### config.mk
export PLATFORM = sky130hd
export DESIGN_NAME = glp_gpio_cfg
export DESIGN_NICKNAME = d
export VERILOG_FILES = /design/src/glp_pkg.sv /design/src/glp_pin_cell.sv /design/src/glp_irq_qual.sv /design/src/glp_gpio_cfg.sv
export SDC_FILE = /design/constraint.sdc
export NUM_CORES = 1
export LEC_CHECK = 0
export ABC_AREA = 1
export BUFFER_PORTS_ARGS = -buffer_cell sky130_fd_sc_hd__buf_2
export CAP_MARGIN = 20
export CORE_ASPECT_RATIO = 0.5
export CORE_MARGIN = 8
export CORE_UTILIZATION = 56
export CTS_BUF_LIST = sky130_fd_sc_hd__clkbuf_4
export CTS_CLUSTER_DIAMETER = 40
export DETAILED_ROUTE_END_ITERATION = 8
export PLACE_DENSITY = 0.95
export SYNTH_ARGS = -nofsm -noshare
export SYNTH_HDL_FRONTEND = slang
export SYNTH_SLANG_ARGS = --single-unit
### constraint.sdc
create_clock -name clk_sys -period 2.6 [get_ports clk_sys]
set_input_delay 0.13 -clock clk_sys [delete_from_list [all_inputs] [get_ports clk_sys]]
set_output_delay 0.13 -clock clk_sys [all_outputs]
set_load 0.05 [all_outputs]
### src/glp_pkg.sv
// Shared constants, field positions and carrier types for the pin and indicator block.
// Assumes one 250 MHz system clock and an APB register port with 32-bit data.
package glp_pkg;

   ////////////////////////////////////////////////////////////////////////////
   // Register byte offsets
   localparam logic [7:0] CFG_OFS = 8'h88;     // Pin and indicator configuration
   localparam logic [7:0] IRQ_STS_OFS = 8'h40; // Sticky pin interrupt status, read only
   localparam logic [7:0] IRQ_CLR_OFS = 8'h44; // Write one to clear status, write only
   localparam logic [7:0] IRQ_EN_OFS = 8'h48;  // Per-pin interrupt enable

   ////////////////////////////////////////////////////////////////////////////
   // Field low bits inside the configuration word
   localparam int LED_LSB = 28; // Indicator function select, three bits
   localparam int POL_LSB = 24; // Interrupt level select, three bits
   localparam int ROM_LSB = 20; // Serial memory pin function, three bits
   localparam int DRV_LSB = 16; // Driver type, three bits
   localparam int DIR_LSB = 8;  // Direction, three bits
   localparam int GPO_LSB = 3;  // Output-only values, two bits
   localparam int DAT_LSB = 0;  // Shared pin data, three bits

   // Writable bits; all others are reserved and read zero
   localparam logic [31:0] CFG_WMASK = 32'h7777_071f;
   localparam logic [31:0] CFG_RST = 32'h0000_0000;
   localparam logic [2:0] IRQ_RST = 3'h0;

   ////////////////////////////////////////////////////////////////////////////
   // Interrupt level qualification time
   localparam int IRQ_HOLD_NS = 40;
   localparam int CLK_PERIOD_NS = 4;
   // Least time, so rounded up to whole cycles
   localparam int IRQ_HOLD_CYC = (IRQ_HOLD_NS + CLK_PERIOD_NS - 1) / CLK_PERIOD_NS;

   ////////////////////////////////////////////////////////////////////////////
   // Serial memory pin function codes
   typedef enum logic [2:0] {
      ROM_EEPROM = 3'h0,
      ROM_GPO_BOTH = 3'h1,
      ROM_RSV_2 = 3'h2,
      ROM_GPO_RXDV = 3'h3,
      ROM_RSV_4 = 3'h4,
      ROM_TXEN_GPO = 3'h5,
      ROM_TXEN_RXDV = 3'h6,
      ROM_MII_CLKS = 3'h7
   } glp_rom_sel_t;

   // One pad: value and active-low output enable
   typedef struct packed {
      logic out;
      logic oe_n;
   } glp_pad_t;

   // Monitored link signals
   typedef struct packed {
      logic tx_en;
      logic rx_dv;
      logic tx_clk;
      logic rx_clk;
   } glp_mii_t;

   // Serial memory controller drive
   typedef struct packed {
      logic dio_out;
      logic dio_oe_n;
      logic clk;
   } glp_rom_ctl_t;

endpackage

### src/glp_pin_cell.sv
// Drive selection for one shared pin: indicator or general-purpose, push-pull or open-drain.
// Assumes the caller registers the pad result before it reaches the pin.
`timescale 1ns/1ns
`default_nettype none
module glp_pin_cell (
   input wire logic led_sel,
   input wire logic led_src,
   input wire logic push_pull,
   input wire logic dir_out,
   input wire logic data,
   output glp_pkg::glp_pad_t pad
);
   // Indicator mode always drives; open-drain pulls low only for a zero
   assign pad.out = led_sel ? led_src : (push_pull & data);
   assign pad.oe_n = led_sel ? 1'b0 : (!dir_out ? 1'b1 : (push_pull ? 1'b0 : data));
endmodule // glp_pin_cell
`default_nettype wire

### src/glp_irq_qual.sv
// Level qualifier: reports a hit once a pin has sat at its active level long enough.
// Assumes the pin level is already synchronous to the clock.
`timescale 1ns/1ns
`default_nettype none
module glp_irq_qual #(
   parameter int HOLD_CYC = glp_pkg::IRQ_HOLD_CYC
) (
   input wire logic clk_sys,
   input wire logic rst_n,
   input wire logic pin_level,
   input wire logic active_high,
   output logic hit
);
   localparam int CW = $clog2(HOLD_CYC + 1);
   localparam logic [CW-1:0] HOLD = CW'(HOLD_CYC);
   logic [CW-1:0] cnt_q; // Cycles spent at the active level, saturating
   logic [CW-1:0] cnt_d;
   wire logic active = (pin_level == active_high);

   // Any drop out of the active level restarts the count
   assign cnt_d = !active ? '0 : ((cnt_q == HOLD) ? cnt_q : cnt_q + 1'b1);
   assign hit = (cnt_q == HOLD);

   // Count register
   always_ff @(posedge clk_sys) begin
      if (!rst_n) begin
         cnt_q <= '0;
      end else begin
         cnt_q <= cnt_d;
      end
   end
endmodule // glp_irq_qual
`default_nettype wire

### src/glp_gpio_cfg.sv
// Pin and indicator configuration block with APB register port and pin interrupts.
// Assumes pins and monitored signals are synchronous to clk_sys; pads are resolved outside.
//
// How it works
// - Bits 30:28 pick indicator or general-purpose
// - Bits 26:24 pick active level for interrupts
// - Interrupt reported only when pin enabled
// - Bits 22:20 steer serial memory pins
// - Fixed code table for memory pin functions
// - Bits 18:16 pick push-pull or open-drain
// - Bits 10:8 pick output or input direction
// - Bits 4:3 drive output-only pins 3, 4
// - Output pins drive their data bit
// - Data bits read back live pin state
//
// The APB register port is this design's own decision.
`timescale 1ns/1ns
`default_nettype none
module glp_gpio_cfg #(
   parameter int NPIN = 3,
   parameter int ADDR_W = 8,
   parameter int HOLD_CYC = glp_pkg::IRQ_HOLD_CYC
) (
   input wire logic clk_sys,
   input wire logic rst_n,
   input wire logic psel,
   input wire logic penable,
   input wire logic pwrite,
   input wire logic [ADDR_W-1:0] paddr,
   input wire logic [31:0] pwdata,
   output logic [31:0] prdata,
   output logic pready,
   output logic pslverr,
   input wire logic [NPIN-1:0] pin_in,
   output glp_pkg::glp_pad_t [NPIN-1:0] pin_pad,
   input wire logic indicator_1,
   input wire logic indicator_2,
   input wire logic indicator_3,
   input wire glp_pkg::glp_rom_ctl_t rom_ctl,
   output logic rom_dio_in,
   input wire logic rom_data_pin_in,
   output glp_pkg::glp_pad_t rom_data_pin,
   output glp_pkg::glp_pad_t rom_clock_pin,
   input wire glp_pkg::glp_mii_t mii,
   output logic irq
);

   ////////////////////////////////////////////////////////////////////////////
   // Register state
   logic [31:0] cfg_q;            // Configuration word, writable bits only
   logic [31:0] cfg_d;
   logic [NPIN-1:0] sts_q;        // Sticky pin interrupt status
   logic [NPIN-1:0] sts_d;
   logic [NPIN-1:0] en_q;         // Pin interrupt enable
   logic [NPIN-1:0] en_d;
   logic [31:0] rdata_q;          // Read data, captured in the setup cycle
   logic [31:0] rdata_d;
   glp_pkg::glp_pad_t [NPIN-1:0] pad_d; // Next shared pad drive
   glp_pkg::glp_pad_t rom_dio_d;  // Next memory data pad drive
   glp_pkg::glp_pad_t rom_clk_d;  // Next memory clock pad drive

   ////////////////////////////////////////////////////////////////////////////
   // Address decode, shared by the read and write paths
   function automatic logic addr_is(input logic [ADDR_W-1:0] a, input logic [7:0] ofs);
      addr_is = (a == ADDR_W'(ofs));
   endfunction

   wire logic hit_cfg = addr_is(paddr, glp_pkg::CFG_OFS);
   wire logic hit_sts = addr_is(paddr, glp_pkg::IRQ_STS_OFS);
   wire logic hit_clr = addr_is(paddr, glp_pkg::IRQ_CLR_OFS);
   wire logic hit_en = addr_is(paddr, glp_pkg::IRQ_EN_OFS);
   wire logic hit_any = hit_cfg | hit_sts | hit_clr | hit_en;
   wire logic setup = psel & ~penable;           // First cycle of a transfer
   wire logic access = psel & penable;           // Completing cycle, no wait states
   wire logic wr = access & pwrite & hit_any;    // Unmapped writes change nothing

   // Zero wait states: the read word was already captured in the setup cycle
   assign pready = access;
   assign pslverr = access & ~hit_any;
   assign prdata = rdata_q;

   ////////////////////////////////////////////////////////////////////////////
   // Field views of the configuration word
   wire logic [NPIN-1:0] led_sel = cfg_q[glp_pkg::LED_LSB +: NPIN];
   wire logic [NPIN-1:0] pol_sel = cfg_q[glp_pkg::POL_LSB +: NPIN];
   wire logic [2:0] rom_sel = cfg_q[glp_pkg::ROM_LSB +: 3];
   wire logic [NPIN-1:0] drv_pp = cfg_q[glp_pkg::DRV_LSB +: NPIN];
   wire logic [NPIN-1:0] dir_out = cfg_q[glp_pkg::DIR_LSB +: NPIN];
   wire logic [1:0] gpo_val = cfg_q[glp_pkg::GPO_LSB +: 2];
   wire logic [NPIN-1:0] dat_val = cfg_q[glp_pkg::DAT_LSB +: NPIN];
   wire logic [NPIN-1:0] led_src = NPIN'({indicator_3, indicator_2, indicator_1});

   ////////////////////////////////////////////////////////////////////////////
   // Configuration write; reserved bits are masked off and never stored
   assign cfg_d = (wr & hit_cfg) ? (pwdata & glp_pkg::CFG_WMASK) : cfg_q;

   // Configuration register
   always_ff @(posedge clk_sys) begin
      if (!rst_n) begin
         cfg_q <= glp_pkg::CFG_RST;
      end else begin
         cfg_q <= cfg_d;
      end
   end

   ////////////////////////////////////////////////////////////////////////////
   // Read path: data bits show the live pins, not the stored data
   wire logic [31:0] cfg_rd = {cfg_q[31:NPIN], pin_in};
   assign rdata_d = !setup ? rdata_q :
                    hit_cfg ? cfg_rd :
                    hit_sts ? 32'(sts_q) :
                    hit_en ? 32'(en_q) : 32'h0000_0000;

   // Read data register
   always_ff @(posedge clk_sys) begin
      if (!rst_n) begin
         rdata_q <= 32'h0000_0000;
      end else begin
         rdata_q <= rdata_d;
      end
   end

   ////////////////////////////////////////////////////////////////////////////
   // Shared pins: one drive cell and one level qualifier per pin
   logic [NPIN-1:0] lvl_hit; // Pin held at its active level long enough
   genvar gi;
   generate
      for (gi = 0; gi < NPIN; gi++) begin : g_pin
         // Drive selection for this pin
         glp_pin_cell u_cell (
            .led_sel(led_sel[gi]),
            .led_src(led_src[gi]),
            .push_pull(drv_pp[gi]),
            .dir_out(dir_out[gi]),
            .data(dat_val[gi]),
            .pad(pad_d[gi])
         );
         // Level must hold before it counts as an interrupt
         glp_irq_qual #(.HOLD_CYC(HOLD_CYC)) u_qual (
            .clk_sys(clk_sys),
            .rst_n(rst_n),
            .pin_level(pin_in[gi]),
            .active_high(pol_sel[gi]),
            .hit(lvl_hit[gi])
         );
      end
   endgenerate

   ////////////////////////////////////////////////////////////////////////////
   // Interrupt status, enable and output
   wire logic [NPIN-1:0] clr_mask = (wr & hit_clr) ? pwdata[NPIN-1:0] : '0;
   // A level still present in the clear cycle sets the bit again
   assign sts_d = (sts_q & ~clr_mask) | lvl_hit;
   assign en_d = (wr & hit_en) ? pwdata[NPIN-1:0] : en_q;

   // Status and enable registers
   always_ff @(posedge clk_sys) begin
      if (!rst_n) begin
         sts_q <= glp_pkg::IRQ_RST;
         en_q <= glp_pkg::IRQ_RST;
      end else begin
         sts_q <= sts_d;
         en_q <= en_d;
      end
   end

   // Only enabled status bits reach the host
   assign irq = |(sts_q & en_q);

   ////////////////////////////////////////////////////////////////////////////
   // Serial memory pin function; reserved codes float both pins.
   // Changing the code mid memory cycle corrupts that cycle; software must avoid it.
   always_comb begin
      rom_dio_d = '{out: 1'b0, oe_n: 1'b1};
      rom_clk_d = '{out: 1'b0, oe_n: 1'b1};
      unique case (glp_pkg::glp_rom_sel_t'(rom_sel))
         glp_pkg::ROM_EEPROM: begin
            rom_dio_d = '{out: rom_ctl.dio_out, oe_n: rom_ctl.dio_oe_n};
            rom_clk_d = '{out: rom_ctl.clk, oe_n: 1'b0};
         end
         glp_pkg::ROM_GPO_BOTH: begin
            rom_dio_d = '{out: gpo_val[0], oe_n: 1'b0};
            rom_clk_d = '{out: gpo_val[1], oe_n: 1'b0};
         end
         glp_pkg::ROM_GPO_RXDV: begin
            rom_dio_d = '{out: gpo_val[0], oe_n: 1'b0};
            rom_clk_d = '{out: mii.rx_dv, oe_n: 1'b0};
         end
         glp_pkg::ROM_TXEN_GPO: begin
            rom_dio_d = '{out: mii.tx_en, oe_n: 1'b0};
            rom_clk_d = '{out: gpo_val[1], oe_n: 1'b0};
         end
         glp_pkg::ROM_TXEN_RXDV: begin
            rom_dio_d = '{out: mii.tx_en, oe_n: 1'b0};
            rom_clk_d = '{out: mii.rx_dv, oe_n: 1'b0};
         end
         glp_pkg::ROM_MII_CLKS: begin
            rom_dio_d = '{out: mii.tx_clk, oe_n: 1'b0};
            rom_clk_d = '{out: mii.rx_clk, oe_n: 1'b0};
         end
         glp_pkg::ROM_RSV_2, glp_pkg::ROM_RSV_4: begin
            // Reserved, both pins released
            rom_dio_d = '{out: 1'b0, oe_n: 1'b1};
            rom_clk_d = '{out: 1'b0, oe_n: 1'b1};
         end
      endcase
   end

   // The memory controller always sees the data pin
   assign rom_dio_in = rom_data_pin_in;

   ////////////////////////////////////////////////////////////////////////////
   // Pad registers: one cycle after the configuration, glitch free at the pins.
   // The monitored link clocks therefore appear sampled at 250 MHz.
   always_ff @(posedge clk_sys) begin
      if (!rst_n) begin
         pin_pad <= {NPIN{2'b01}};
         rom_data_pin <= 2'b01;
         rom_clock_pin <= 2'b01;
      end else begin
         pin_pad <= pad_d;
         rom_data_pin <= rom_dio_d;
         rom_clock_pin <= rom_clk_d;
      end
   end

   // Pads are registered, so pad checks compare against their cause one cycle back.
   // The bench may shorten the qualifier; a_short_pulse depth follows HOLD_CYC, a_irq_status_set uses a fixed 11-cycle hold.
   localparam int HOLD_PAST = HOLD_CYC + 1; // Depth back to the first qualifying sample
endmodule // glp_gpio_cfg
`default_nettype wire

==> impl_metrics.py <==
metrics = {
    "run_status": {
        "status": "finished, final reports clean",
    },
    "global_routing": {
        "grt_pass1_wl_mm": 14.2,
        "grt_max_degree": 52,
        "grt_overflow": 0,
        "antenna_found_initial": 0,
        "grtUsageTotal_pct": 21.4,
        "grt_pass1_vias": 3164,
    },
    "clock_network": {
        "insertion_delay_ns": 0.41,
        "cts.root.buffer_cell": "clkbuf_4",
        "cts_tree": "yes",
        "cts.sinks": 68,
        "post_cts_buffers": 0,
        "clk_pin_slew_ns": 0.11,
        "clk_path_buf_depth": 2,
        "cts_max_level": 3,
        "cts_buffers": 9,
    },
    "place": {
        "globalplace.congestion": 0.868,
        "dp.cells": 576,
        "portBuffers": 78,
        "dp_hpwl_mm": 5.30,
    },
    "synth": {
        "synthesis.instances": 440,
        "seq_area_frac_synth_pct": 44.5,
        "synth_area_leaders": "dfxtp_1 44%, nand2_1 14%, nor2_1 9.0%",
        "syn-cell-area_um2": 3060,
        "synth.top_cells.by_count": "113 x nand2_1, 73 x nor2_1, 68 x dfxtp_1",
        "synth_edf_count": 0,
        "ys_seq_elements": 68,
        "synthDistinctLibCells": 21,
        "synth_flop_cell": "dfxtp_1",
        "syn_area_per_cell_um2": 6.95,
        "synth_largest_area_cell": "dfxtp_1",
        "synth.top_cell.area_share_pct": 44.5,
        "yosys_warnings": 0,
        "async_reset_ff_share_pct": 0,
        "yosysMostFrequentCell": "nand2_1",
    },
    "power_and_ir_drop": {
        "pwr-share-clk_pct": 35.6,
        "p_leak_nw": 1.91,
        "power_frac_comb_pct": 13.7,
        "power_mw": 2.13,
        "switching_share_pct": 27.6,
        "sequentialPowerShare_pct": 50.7,
        "p_int_mw": 1.55,
        "switching_power_mw": 0.589,
        "ir_drop_mv": 0.286,
        "p_per_area_nw_per_um2": 560,
    },
    "detailed_routing": {
        "wirelength_mm": 8.89,
        "drt_iter0_markers": 356,
        "drc": 0,
        "ant_nets": 0,
        "via_per_inst": 5.19,
        "via_count": 3194,
        "wl_per_cell_um": 14.5,
        "first_pass_iters": 6,
    },
    "timing": {
        "period_share_pct": 60.1,
        "tightest_slew_ns": 0.594,
        "holdWs_ns": 0.0449,
        "finalSetupViolCount": 0,
        "period_minus_slack_ns": 1.56,
        "tns_ns": 0,
        "slew_headroom_pct": 60.0,
        "final.setup_skew_ns": 0.00844,
        "grt_setup_unrepaired": "false",
        "hold_viol": 0,
        "timing.fmax_ghz": 0.640,
        "drv_slew": 0,
    },
    "floorplan": {
        "floorplan.initialDensity_pct": 56.9,
        "io_pins": 105,
        "core-area_um2": 5370,
        "fp.dieW_um": 121,
        "rows": 19,
        "dieArea_um2": 8230,
        "fp.dieH_um": 68.3,
    },
    "final_layout": {
        "final_cells": 615,
        "n_fill_cell": 386,
        "areaGrowthSynthToFinish_pct": 24.7,
        "fin_nets": 603,
        "drive_gt1_share_pct": 19.2,
        "num_antenna_cells": 0,
    },
    "critical_path": {
        "worst_setup_path_start_kind": "input pin",
        "path_class": "in2out",
        "worstPathRequired_ns": 2.47,
        "arrival_ns": 1.43,
        "crit_path_max_fanout": 22,
        "endpoint_kind": "primary output",
    },
    "run": {
        "max_cap_violations": 0,
    },
    "min_path": {
        "min_path_type": "in2reg",
    },
}
## final timing paths
kind                                         startpoint                                     to  slack (ns)  cells after the start
setup / recovery                               paddr[5]                                pslverr        1.04                      8
hold / removal                                pwdata[1]                  cfg_q[1]$_SDFFE_PN0P_        0.04                      3
setup reg to reg  g_pin[0].u_qual.cnt_q[0]$_SDFFE_PN0N_  g_pin[0].u_qual.cnt_q[2]$_SDFFE_PN0N_        1.14                      5
hold reg to reg                  cfg_q[26]$_SDFFE_PN0P_                prdata[26]$_SDFFE_PN0P_        0.47                      2
## flip-flops by register name (all words and copies together), names as in the netlist
name,count
en_q,3
rom_clock_pin,2
rom_data_pin,2
prdata,20
g_pin.u_qual.cnt_q,12
cfg_q,20
pin_pad,6
sts_q,3
## final cells by class
type | instances | area (um2) | area share (%)
tap | 73 | 91.3 | 2.39
inverter | 46 | 173 | 4.53
sequential | 68 | 1360 | 35.7
multi-input combinational | 308 | 1380 | 36.3
timing repair buffer | 105 | 653 | 17.1
clock inverter | 5 | 77.6 | 2.03
clock buffer | 10 | 75.1 | 1.97
## metal layers
metal | track usage (%) | part of all wire, %
met1 | 22.0 | 38
met2 | 40.1 | 50
met3 | 6.42 | 8.6
met4 | 11.9 | 3.2
met5 | 0 | 0
## stage by stage
| stage | setup WS, ns | utilization [%] | area, um2 |
|---|---|---|---|
| after floorplan | 1.14 | - | 3100 |
| after global placement | 0.969 | 63.7 | 3420 |
| after detailed placement | 0.922 | 63.7 | 3420 |
| after CTS | 1.08 | 71.0 | 3810 |
| after global routing | 0.940 | 71.0 | 3810 |
| final | 1.04 | 71.0 | 3810 |
## cell families after synthesis
group                      count (synthesis)  synth area share (%)
AOI/OAI and AO/OA                         74                  12.5
adders and majority gates                  6                  2.45
buffers and inverters                     75                  11.7
DFF                                       68                  44.5
other                                      1                 0.123
and+or+nand+nor                          216                  28.7
## critical path: stages
cell and delay, ns:
buf_2 0.11, nor2_1 0.14, nand3_1 0.13, nor2_4 0.47
nor2_1 0.11, nand2_1 0.09, nor2_1 0.04, buf_2 0.20
## power by group through the flow
stage | registers, mW | logic (mW) | clock network, mW
floorplan | 1.18 | 0.124 | 0
global placement | 1.10 | 0.252 | 0
detailed placement | 1.10 | 0.257 | 0
CTS | 1.08 | 0.286 | 0.756
global route | 1.09 | 0.311 | 0.800
finish | 1.08 | 0.292 | 0.760
## timing repair
action | 4_1_cts | 5_1_grt
hold buffers | 24 | 0
resized for setup | 0 | 0
hold endpoints to repair | 24 | 0
## placed cells by master (no fill, tap or decap), drive strengths merged, types with 3 or more instances in the layout
| cell type | synthesis | routed |
|---|---|---|
| conb | 1 | 12 |
| nand2 | 113 | 113 |
| or2 | 3 | 3 |
| a211oi | 5 | 5 |
| inv | 46 | 46 |
| clkbuf | 6 | 10 |
| a21oi | 39 | 39 |
| dfxtp | 68 | 68 |
| clkinv | 0 | 3 |
| nand4 | 6 | 6 |
| buf | 23 | 81 |
| dlygate4sd3 | 0 | 24 |
| nand3 | 18 | 18 |
| ha | 6 | 6 |
| o21ai | 30 | 30 |
| nor2 | 75 | 75 |
(Power assumes the default switching activity.)
